===== config.mk =====
export PLATFORM = sky130hd
export DESIGN_NAME = series_current_fault_guard
export DESIGN_NICKNAME = d
export VERILOG_FILES = /design/src/rtl/ccr_pkg.sv /design/src/rtl/ccr_sample_filter.sv /design/src/rtl/series_current_fault_guard.sv
export SDC_FILE = /design/constraint.sdc
export NUM_CORES = 1
export LEC_CHECK = 0
export BUFFER_PORTS_ARGS = -buffer_cell sky130_fd_sc_hd__buf_2
export CORE_AREA = 2 2 120 180
export DETAILED_ROUTE_END_ITERATION = 16
export DIE_AREA = 0 0 122 182
export HOLD_SLACK_MARGIN = 0.02
export PLACE_DENSITY = 0.68
export SETUP_SLACK_MARGIN = 0.02
export SYNTH_ARGS = -nofsm -noshare
export SYNTH_HDL_FRONTEND = slang
export SYNTH_SLANG_ARGS = --single-unit

===== constraint.sdc =====
create_clock -name ref_clk_i -period 27.2 [get_ports ref_clk_i]
set_input_delay 1.36 -clock ref_clk_i [delete_from_list [all_inputs] [get_ports ref_clk_i]]
set_output_delay 1.36 -clock ref_clk_i [all_outputs]
set_load 0.01 [all_outputs]

===== src/rtl/ccr_pkg.sv =====
package ccr_pkg;

	// Current codes: 1 LSB = 10 mA of measured output current
	localparam int          CUR_W          = 12;
	localparam logic [11:0] CUR_STEP1      = 12'h118; // 2.8 A
	localparam logic [11:0] CUR_STEP2      = 12'h154; // 3.4 A
	localparam logic [11:0] CUR_STEP3      = 12'h19A; // 4.1 A
	localparam logic [11:0] CUR_STEP4      = 12'h208; // 5.2 A
	localparam logic [11:0] CUR_STEP5      = 12'h294; // 6.6 A
	localparam logic [11:0] CUR_OVER       = 12'h2B5; // 105 % of 6.6 A = 6.93 A
	localparam logic [11:0] CUR_OPEN       = 12'h096; // 1.5 A

	// Gate drive: conduction fraction, 0 = none, max = full cycle
	localparam int          GATE_W         = 10;
	localparam logic [9:0]  GATE_MAX       = 10'h3FF;
	localparam logic [9:0]  GATE_RESET     = 10'h000;

	// Step selector codes; 0 means OFF
	localparam logic [2:0]  STEP_OFF       = 3'h0;
	localparam logic [2:0]  STEP_TOP       = 3'h5;

	// Timing, clock at 250 MHz
	localparam int          CLK_HZ         = 250_000_000;
	localparam int          OPEN_TRIP_MS   = 1000;
	localparam int          OPEN_TRIP_CYC  = CLK_HZ / 1000 * OPEN_TRIP_MS;
	localparam int          AUTO_DWELL_MS  = 2000;
	localparam int          AUTO_DWELL_CYC = CLK_HZ / 1000 * AUTO_DWELL_MS;
	localparam int          OC_SAMPLES     = 8;
	localparam int          TOL_PERMIL     = 10; // +-1 %

	// Supervisor states
	typedef enum logic [2:0] {
		ST_OFF  = 3'b001,
		ST_RUN  = 3'b010,
		ST_TRIP = 3'b100
	} sup_state_t;

	// Target current for a step code
	function automatic logic [11:0] step_target(input logic [2:0] s);
		case (s)
			3'h1:    step_target = CUR_STEP1;
			3'h2:    step_target = CUR_STEP2;
			3'h3:    step_target = CUR_STEP3;
			3'h4:    step_target = CUR_STEP4;
			3'h5:    step_target = CUR_STEP5;
			default: step_target = 12'h000;
		endcase
	endfunction

endpackage


===== src/rtl/ccr_sample_filter.sv =====
module ccr_sample_filter
	import ccr_pkg::*;
#(
	parameter int COUNT = OC_SAMPLES
)(
	input  wire logic ref_clk_i, // Controller clock
	input  wire logic nrst_i,    // Async reset, active low
	input  wire logic clr_i,     // Restart the run count
	input  wire logic sample_i,  // New sample strobe
	input  wire logic cond_i,    // Condition seen on this sample
	output logic      hit_o      // Condition held COUNT samples
);

	logic [7:0] run_reg;
	logic [7:0] run_next;
	logic       hit_next;
	logic       hit_reg;

	// Count consecutive samples; one clean sample restarts it
	always_comb
	begin
		run_next = run_reg;
		hit_next = hit_reg;
		if (clr_i)
		begin
			run_next = 8'h00;
			hit_next = 1'b0;
		end
		else if (sample_i)
		begin
			if (!cond_i)
			begin
				run_next = 8'h00;
				hit_next = 1'b0;
			end
			else if (run_reg < 8'(COUNT))
				run_next = run_reg + 8'h01;
			hit_next = cond_i && (run_reg + 8'h01 >= 8'(COUNT));
		end
	end

	always_ff @(posedge ref_clk_i or negedge nrst_i)
	begin
		if (!nrst_i)
		begin
			run_reg <= 8'h00;
			hit_reg <= 1'b0;
		end
		else
		begin
			run_reg <= run_next;
			hit_reg <= hit_next;
		end
	end

	assign hit_o = hit_reg;

endmodule


===== src/rtl/series_current_fault_guard.sv =====
// Overview of operation
// - Steps one to five target 2.8, 3.4, 4.1, 5.2 and 6.6 A.
// - Feedback current continually trims gate drive toward the selected step target.
// - More conduction gives less output: raise drive when current is high.
// - Current within one percent of target is held; drive stops moving.
// - Overcurrent is current above 105 percent of 6.6 A.
// - An overcurrent trip drops main relay drive.
// - Brief overcurrent excursions are ignored; only a sustained excess trips.
// - Current below 1.5 A drops relay drive within one second.
// - After a trip relay stays off until OFF selected or power reset.
// - Relay drive output is asserted during normal operation.
// - Display mode can step automatically through all levels in sequence.
// - Measured current is presented to the operator display.
// - Only front-panel rotary and display selections are accepted.
module series_current_fault_guard
	import ccr_pkg::*;
#(
	parameter int OC_COUNT   = OC_SAMPLES,     // Samples to confirm overcurrent
	parameter int OPEN_CYC   = OPEN_TRIP_CYC,  // Open circuit trip time in cycles
	parameter int DWELL_CYC  = AUTO_DWELL_CYC  // Dwell per level in auto cycling
)(
	input  wire logic        ref_clk_i,             // 250 MHz controller clock
	input  wire logic        nrst_i,                // Async power-on reset, active low
	input  wire logic [2:0]  rotary_step_i,         // Rotary switch step, 0 = OFF
	input  wire logic        display_selected_mode_i, // Step taken from display
	input  wire logic [2:0]  display_step_i,        // Display step, 0 = OFF
	input  wire logic        display_auto_i,        // Display auto-cycle mode
	input  wire logic        sample_valid_i,        // New current sample strobe
	input  wire logic [11:0] sample_current_i,      // Transformer current, 10 mA LSB
	output logic             relay_drive_o,         // Main relay coil drive
	output logic [9:0]       thyristor_gate_o,      // Gate conduction fraction
	output logic [11:0]      operator_display_o,    // Displayed output current
	output logic [2:0]       active_step_o,         // Step being regulated
	output logic             oc_fault_o,            // Overcurrent trip latched
	output logic             open_fault_o           // Open circuit trip latched
);

	////////////////////////////////////////////////////////////////
	// Step selection

	sup_state_t  state_reg, state_next;
	logic [2:0]  auto_reg, auto_next;
	logic [31:0] dwell_reg, dwell_next;
	logic [2:0]  sel_step;
	logic [11:0] target;

	// Front panel only; no remote path exists
	always_comb
	begin
		if (!display_selected_mode_i)
			sel_step = rotary_step_i;
		else if (display_auto_i)
			sel_step = auto_reg;
		else
			sel_step = display_step_i;
		if (sel_step > STEP_TOP)
			sel_step = STEP_OFF;
		target = step_target(sel_step);
	end

	a_target_map: assert property (@(posedge ref_clk_i) disable iff (!nrst_i)
		sel_step == 3'h5 |-> target == CUR_STEP5) else $error("step five target wrong");

	// Auto cycling walks 1..5 and wraps
	always_comb
	begin
		auto_next  = auto_reg;
		dwell_next = dwell_reg;
		if (!(display_selected_mode_i && display_auto_i))
		begin
			auto_next  = 3'h1;
			dwell_next = 32'h0;
		end
		else if (dwell_reg >= 32'(DWELL_CYC - 1))
		begin
			dwell_next = 32'h0;
			auto_next  = (auto_reg == STEP_TOP) ? 3'h1 : auto_reg + 3'h1;
		end
		else
			dwell_next = dwell_reg + 32'h1;
	end

	always_ff @(posedge ref_clk_i or negedge nrst_i)
	begin
		if (!nrst_i)
		begin
			auto_reg  <= 3'h1;
			dwell_reg <= 32'h0;
		end
		else
		begin
			auto_reg  <= auto_next;
			dwell_reg <= dwell_next;
		end
	end

	////////////////////////////////////////////////////////////////
	// Fault detection

	logic        oc_now;
	logic        oc_hit;
	logic        open_now;
	logic [31:0] open_reg, open_next;
	logic        open_hit;
	logic        run_clr;

	assign oc_now   = sample_current_i > CUR_OVER;
	assign open_now = sample_current_i < CUR_OPEN;
	assign run_clr  = (state_reg != ST_RUN);

	// Sustained excess only, so load switching spikes pass
	ccr_sample_filter #(
		.COUNT (OC_COUNT)
	) u_oc_filter (
		.ref_clk_i (ref_clk_i),
		.nrst_i    (nrst_i),
		.clr_i     (run_clr),
		.sample_i  (sample_valid_i),
		.cond_i    (oc_now),
		.hit_o     (oc_hit)
	);

	a_oc_needs_run: assert property (@(posedge ref_clk_i) disable iff (!nrst_i)
		$rose(oc_hit) |-> $past(sample_valid_i) && $past(oc_now))
		else $error("overcurrent confirmed without samples");
	a_oc_level: assert property (@(posedge ref_clk_i) disable iff (!nrst_i)
		sample_valid_i && sample_current_i <= CUR_OVER |=> !oc_hit)
		else $error("overcurrent confirmed at or below limit");

	// Open circuit timer; the latest sample decides and is held between strobes
	logic open_seen_reg, open_seen_next;
	always_comb
	begin
		open_seen_next = open_seen_reg;
		if (run_clr)
			open_seen_next = 1'b0;
		else if (sample_valid_i)
			open_seen_next = open_now;
		open_next = (run_clr || !open_seen_reg) ? 32'h0 : open_reg + 32'h1;
		open_hit  = open_seen_reg && (open_reg >= 32'(OPEN_CYC - 2));
	end

	always_ff @(posedge ref_clk_i or negedge nrst_i)
	begin
		if (!nrst_i)
		begin
			open_reg      <= 32'h0;
			open_seen_reg <= 1'b0;
		end
		else
		begin
			open_reg      <= open_next;
			open_seen_reg <= open_seen_next;
		end
	end

	a_open_timer: assert property (@(posedge ref_clk_i) disable iff (!nrst_i)
		state_reg == ST_RUN && open_reg >= 32'(OPEN_CYC) |-> 1'b0)
		else $error("open circuit not tripped in time");

	////////////////////////////////////////////////////////////////
	// Supervisor and relay

	logic oc_f_reg, oc_f_next;
	logic op_f_reg, op_f_next;
	logic relay_reg, relay_next;
	logic [2:0] act_reg, act_next;

	// Trip latches until OFF; power cycle arrives as nrst_i
	always_comb
	begin
		state_next = state_reg;
		oc_f_next  = oc_f_reg;
		op_f_next  = op_f_reg;
		unique case (state_reg)
			ST_OFF:
			begin
				if (sel_step != STEP_OFF)
				begin
					state_next = ST_RUN;
					oc_f_next  = 1'b0;
					op_f_next  = 1'b0;
				end
			end
			ST_RUN:
			begin
				if (sel_step == STEP_OFF)
					state_next = ST_OFF;
				else if (oc_hit || open_hit)
				begin
					state_next = ST_TRIP;
					oc_f_next  = oc_hit;
					op_f_next  = open_hit;
				end
			end
			ST_TRIP:
			begin
				if (sel_step == STEP_OFF)
					state_next = ST_OFF;
			end
			default: state_next = ST_OFF;
		endcase
		relay_next = (state_next == ST_RUN);
		act_next   = (state_next == ST_RUN) ? sel_step : STEP_OFF;
	end

	always_ff @(posedge ref_clk_i or negedge nrst_i)
	begin
		if (!nrst_i)
		begin
			state_reg <= ST_OFF;
			oc_f_reg  <= 1'b0;
			op_f_reg  <= 1'b0;
			relay_reg <= 1'b0;
			act_reg   <= STEP_OFF;
		end
		else
		begin
			state_reg <= state_next;
			oc_f_reg  <= oc_f_next;
			op_f_reg  <= op_f_next;
			relay_reg <= relay_next;
			act_reg   <= act_next;
		end
	end

	a_oc_trip_drop: assert property (@(posedge ref_clk_i) disable iff (!nrst_i)
		$rose(oc_f_reg) |-> !relay_reg) else $error("relay still driven after overcurrent trip");
	a_trip_holds_off: assert property (@(posedge ref_clk_i) disable iff (!nrst_i)
		state_reg == ST_TRIP && sel_step != STEP_OFF |=> !relay_reg)
		else $error("relay re-energised without OFF");
	a_relay_run: assert property (@(posedge ref_clk_i) disable iff (!nrst_i)
		relay_reg == (state_reg == ST_RUN)) else $error("relay drive disagrees with run state");

	////////////////////////////////////////////////////////////////
	// Regulation loop

	logic [9:0]  gate_reg, gate_next;
	logic [11:0] disp_reg, disp_next;
	logic [21:0] band;
	logic [21:0] meas_k;
	logic [21:0] tgt_k;

	// Deadband of one percent avoids hunting around the target
	always_comb
	begin
		band      = 22'(target) * 22'(TOL_PERMIL);
		meas_k    = 22'(sample_current_i) * 22'd1000;
		tgt_k     = 22'(target) * 22'd1000;
		gate_next = gate_reg;
		disp_next = disp_reg;
		if (sample_valid_i)
			disp_next = sample_current_i;
		if (state_reg != ST_RUN)
			gate_next = GATE_RESET;
		else if (sample_valid_i)
		begin
			if (meas_k > tgt_k + band && gate_reg != GATE_MAX)
				gate_next = gate_reg + 10'h001;
			else if (meas_k + band < tgt_k && gate_reg != GATE_RESET)
				gate_next = gate_reg - 10'h001;
			else
				gate_next = gate_reg;
		end
	end

	always_ff @(posedge ref_clk_i or negedge nrst_i)
	begin
		if (!nrst_i)
		begin
			gate_reg <= GATE_RESET;
			disp_reg <= 12'h000;
		end
		else
		begin
			gate_reg <= gate_next;
			disp_reg <= disp_next;
		end
	end

	// Above the trip level every target is exceeded by more than the band
	a_gate_sense: assert property (@(posedge ref_clk_i) disable iff (!nrst_i)
		state_reg == ST_RUN && sample_valid_i && sample_current_i > CUR_OVER && gate_reg != GATE_MAX
		|=> gate_reg == $past(gate_reg) + 10'h001)
		else $error("gate not raised on high current");
	a_display: assert property (@(posedge ref_clk_i) disable iff (!nrst_i)
		sample_valid_i |=> operator_display_o == $past(sample_current_i))
		else $error("display not updated");

	assign relay_drive_o      = relay_reg;
	assign thyristor_gate_o   = gate_reg;
	assign operator_display_o = disp_reg;
	assign active_step_o      = act_reg;
	assign oc_fault_o         = oc_f_reg;
	assign open_fault_o       = op_f_reg;

endmodule


---- Word-level counts from Yosys, hierarchy flattened ----
Cells that the tools add are included.
cells by class
  multiply operators ...................... 3
  equality and inequality tests ........... 17
  mux-type cells .......................... 35
  $lt $le $gt $ge ......................... 9
  $add $sub $neg .......................... 8
  reductions and logical operators ........ 17
operators by type and width
  cell                                                             count
  2-to-1 mux 32 bit                                                3
  adder 32 x 1 -> 32 bit, second input constant                    2
  one-hot mux 10 bit (5 select lines)                              1
  adder 22 x 16 -> 22 bit                                          2
  2-to-1 mux 10 bit                                                4
  multiplier 12 x 7 -> 19 bit, second input constant               2
  2-to-1 mux 3 bit                                                 11
  >= comparator 32 x 28 -> 1 bit, second input constant            1
  >= comparator 32 x 29 -> 1 bit, second input constant            1
  2-to-1 mux 8 bit                                                 4
  greater-than comparator 22 bit                                   1
  < comparator 22 bit                                              1
  multiplier 12 x 3 -> 15 bit, second input constant               1
  == test 3 x 2 -> 1 bit, second input constant                    4
  == test 3 bit, second input constant                             4
  greater-than comparator 12 x 10 -> 1 bit, second input constant  1
  < comparator 12 x 8 -> 1 bit, second input constant              1
  adder 10 x 1 -> 10 bit, second input constant                    1
  != test 10 bit, second input constant                            1
  nonzero test 10 bit                                              1
  subtractor 10 x 1 -> 10 bit, second input constant               1
  2-to-1 mux 1 bit                                                 9
  one-hot mux 3 bit (3 select lines)                               1
  adder 8 x 1 -> 8 bit, second input constant                      1
  other kinds (18)                                                 30
storage, ports and cells
  bits in registers ....................... 108
  input bits .............................. 23
  output and inout port bits .............. 28
  logic and storage cells ................. 102

---- Depth between registers and ports, before layout ----
  depth in word-level cells ............... 14
  gate-level depth with buffers ........... 44
  gate-level depth less buffers ........... 43

---- Cells and area by module ----
Synthesis repeated with hierarchy kept, for this count alone.
unflattened totals
  cell total of the unflattened synthesis .. 1195
  area total of the unflattened synthesis .. 10934.2 um^2
by module, submodules not included
  module                      area an instance (um^2)  instances  cells an instance
  series_current_fault_guard  10488.8                  1          1158
  ccr_sample_filter           445.4                    1          37

---- Worst setup path before layout ----
Ideal clock, no wire load.
  path type ............................... input port to flip-flop
  start point ............................. input display_auto_i
  end point ............................... register gate_reg[9] (netlist: thyristor_gate_o[9])
  setup slack ............................. 16.552 ns
  arrival ................................. 10.561 ns
  setup time .............................. 0.087 ns
  cell stages on the path ................. 41
  buffers on the path ..................... 1
  required time ........................... 27.113 ns
  cell sequence ........................... buf_6 mux2i_4 a21oi_1 nand2_1 inv_2 nor2_1 nor2_1 inv_1 fa_1 inv_1 fa_1 fa_1 inv_1 fa_1 inv_1 ha_1 nand2b_1 a221oi_1 [5 not listed] inv_1 or3_1 ha_1 and3_1 nand2_1 o211a_1 or2_2 a21oi_1 inv_1 ha_1 a21o_1 and4_1 o31ai_1 o21a_1 o31a_1 a32oi_1 or3_1 o211ai_1
on the way
  word-level cells in the longest chain between the ends .. 13
  elaborated cells on any way between the ends .. 23
  classes of those cells .................. add/sub (2); mul (2); order compare (3); eq/ne (5); mux (7); reduce/logical (4)
ends and longest elaborated chain
  item                                                                        line                                                                  RTL
  from (decl)                                                                 series_current_fault_guard.sv:27                                      input wire logic display_auto_i,
  2-to-1 mux 3 bit *                                                          series_current_fault_guard.sv:52                                      else if (display_auto_i)
  2-to-1 mux 3 bit *                                                          series_current_fault_guard.sv:50                                      if (!display_selected_mode_i)
  greater-than comparator 3 bit                                               series_current_fault_guard.sv:56                                      if (sel_step > STEP_TOP)
  2-to-1 mux 3 bit *                                                          series_current_fault_guard.sv:56
  == test 3 bit, or another cell as far along                                 ccr_pkg.sv:40                                                         case (s)
  one-hot mux 10 bit (5 select lines) *                                       ccr_pkg.sv:40
  multiplier 12 x 3 -> 15 bit or multiplier 12 x 7 -> 19 bit (tied branches)  series_current_fault_guard.sv:247, series_current_fault_guard.sv:249
  adder 22 x 16 -> 22 bit                                                     series_current_fault_guard.sv:258                                     if (meas_k > tgt_k + band && gate_reg != GATE_MAX)
  greater-than comparator 22 bit                                              series_current_fault_guard.sv:258
  logical AND 1 bit                                                           series_current_fault_guard.sv:258
  2-to-1 mux 10 bit                                                           series_current_fault_guard.sv:258
  2-to-1 mux 10 bit                                                           series_current_fault_guard.sv:256                                     else if (sample_valid_i)
  2-to-1 mux 10 bit                                                           series_current_fault_guard.sv:254                                     if (state_reg != ST_RUN)
  to (signal assigned)                                                        series_current_fault_guard.sv:276                                     gate_reg <= gate_next;
  to (decl)                                                                   series_current_fault_guard.sv:238                                     logic [9:0] gate_reg, gate_next;
Mark *: on every way between the ends. The rest lies on a longest branch, timed or not. The select of a mux whose other input is x is not followed.
A chain may end at the register's enable or synchronous reset.

---- Worst setup path after layout ----
Ends and elaborated chain as after synthesis.

==> out/qor.txt <==
Crit Path Max Fanout: 14
Post-CTS resize count: 0
Row count: 65
Crit path DAT: 11.88 ns
Crit share post-route: 0.428
Clock skew: 0.0162 ns
Initial Util: 0.541
RSZ-0062 raised after global routing: no
Synth cell types: 71
IO Count: 51
Final hold vios: 0
Die H: 182 um
Hold Crit Class: register to register
Max Cap Viol: 0
# port buffers: 50
Share of layout cells above drive strength 1: 0.0826
Most frequent cell after synthesis: ha_1
First-pass GRT wire length: 42800 um
Cell mode on critical path: inv_1
Slowest cell delay on critical path: 0.54 ns
PnR Total Power: 1.41 mW
Status: finished clean
CTS tree: done
Combinational share of power: 0.779
DRC viols: 0
Initial antenna violation count: 0
Crit Path Class: input pin to register
#FFs+latches synth: 108
Pwr Density: 117 nW/um^2
Worst vdd ir: 0.0979 mV
Fmax: 85.9 MHz
Synth area leaders: dfrtp_1 24%, ha_1 17%, fa_1 10%, xnor2_1 5.2%, nor2_1 4.7%
Root Buffer: clkbuf_16
Crit-path slowest cell: fa_1
Total congestion overflow: 0
Worst endpoint required time: 27.44 ns
Postcts setup bufs: 0
Core Area: 20700 sq um
Area Growth Syn to Fin: 7.28%
Ys Warns: 0
Post-synth EDFFs: 0
Bufs on Longest Clock Path: 2
Synth Flop Type: dfrtp_1
Synthesized area: 11200 sq um
Placed Area: 11700 sq um
Pleak: 5.66 nW
Vias/cell: 5.68
Clock transition at path regs: 0.07 ns
Final instance area: 12000 sq um
Routability congestion estimate from global placement: 0.935
Sequential share of power: 0.127
Post-synthesis sequential area ratio: 0.241
# setup viols final: 0
Vias: 8881
Share of the synthesized area in the top cell type: 0.236
CP endpoint kind: register
Total CTS buffers: 9
H-tree depth: 3
Final Critical Period: 11.64 ns
Post-Syn Instances: 1245
DR WL/cell: 15.7 um
CTS sink cnt: 108
Power share of the clock group: 0.094
Final Max Tran Viols: 0
Die Area: 22200 sq um
Detail Placement HPWL: 19900 um
Largest net degree at the start of global routing: 79
Relative slew margins: 0.286
Syn Area/Cell: 9.01 sq um
Setup TNS: 0 ns
Hold-fix buffers, CTS: 0
Antenna diodes: 0
Die X: 122 um
Synth cell count leaders: 155 x ha_1, 140 x nor2_1, 114 x inv_1, 106 x dfrtp_1, 96 x nand2_1
Final WL: 24600 um
Int Power: 0.704 mW
Number of global-route vias before repair: 9162
Measured slew at the worst slew-check pin: 1.07 ns
Worst skew pair latency: 0.37 ns
DRT Pass-1 Iters: 5
Overall Global Routing Usage: 0.238
Starting DRT DRC Count: 404
Final nets: 1526
Synth area leader: dfrtp_1
ANT nets after route: 0
Post-synth ARST share: 1.00
Startpoint Class: input pin
Switching power: 0.710 mW
Switching portion of total power: 0.502
## critical path, delay by kind of cell
kind / cells / cell delay [ns]
adder cells (fa/ha/maj): 8 / 3.31
AO/OA/AOI/OAI: 12 / 3.30
AND/OR/NAND/NOR: 11 / 2.29
buffers and inverters: 7 / 1.08
multiplexers: 2 / 0.34
XOR/XNOR: 1 / 0.18
## metrics by stage
stage               cells   util  hold slack (ns)  worst slack [ns]
finish               1564  0.580            0.493             15.56
global placement     1548  0.566            0.480             15.52
floorplan            1247      -            0.455             16.55
CTS                  1564  0.580            0.494             15.61
global route         1564  0.580            0.523             14.82
detailed placement   1548  0.566            0.487             15.20
## power by group through the flow
stage                     Sequential [mW]  Combinational, mW  Clock [mW]
after global placement              0.182               1.07           0
after CTS                           0.179               1.10       0.138
after global routing                0.181               1.26       0.143
after detailed placement            0.182               1.09           0
final                               0.179               1.10       0.133
after floorplan                     0.183              0.866           0
## per-layer routing
metal | track usage | vias to the layer above | routed length, um
met1 | 0.272 | 4283 | 9900
li1 | - | 4412 | -
met2 | 0.446 | 130 | 13300
met4 | 0.0869 | 0 | 780
met3 | 0.0286 | 56 | 579
met5 | 0 | - | 0
## final timing paths
path | cells past startpoint | start | endpoint | slack, ns
setup / recovery | 41 | display_auto_i | thyristor_gate_o[9] | 15.56
hold / removal | 1 | dwell_reg[0] | dwell_reg[0] | 0.49
setup reg to reg | 40 | auto_reg[2] | thyristor_gate_o[9] | 16.37
hold reg to reg | 1 | dwell_reg[0] | dwell_reg[0] | 0.49
max in group asynchronous | 2 | nrst_i | open_seen_reg | 24.94
min in group asynchronous | 1 | nrst_i | dwell_reg[26] | 0.94
## layout by cell type, fill, tap and decap left out, types with 15 or more instances in the layout
cell / n
o21ai_0: 41
and3_1: 17
a21oi_1: 69
ha_1: 155
buf_2: 49
mux2i_1: 16
nor3_1: 18
inv_1: 114
fa_1: 57
nand4_1: 21
nor2_1: 140
xnor2_1: 66
nand3_1: 40
xor2_1: 47
nand2_1: 96
a21o_1: 17
mux2_2: 15
dfrtp_1: 106
## logic make-up after synthesis
logic type               Yosys count  synth area share
buffers and inverters            135            0.0474
multiplexers                      33            0.0327
AND/OR/NAND/NOR                  407             0.171
XOR/XNOR                         115            0.0928
flip-flops                       108             0.241
other                              1          0.000334
adder cells (fa/ha/maj)          212             0.275
AO/OA/AOI/OAI                    234             0.140
## cell type report
class | count | area [sq um]
multi-input cells | 1004 | 7990
repair buffers | 53 | 275
inverters | 115 | 432
clock buffers | 11 | 243
flip-flops and latches | 108 | 2710
clock inverters | 5 | 52.6
fillers | 1877 | 8700
well taps | 268 | 335
(Power assumes the default switching activity.)
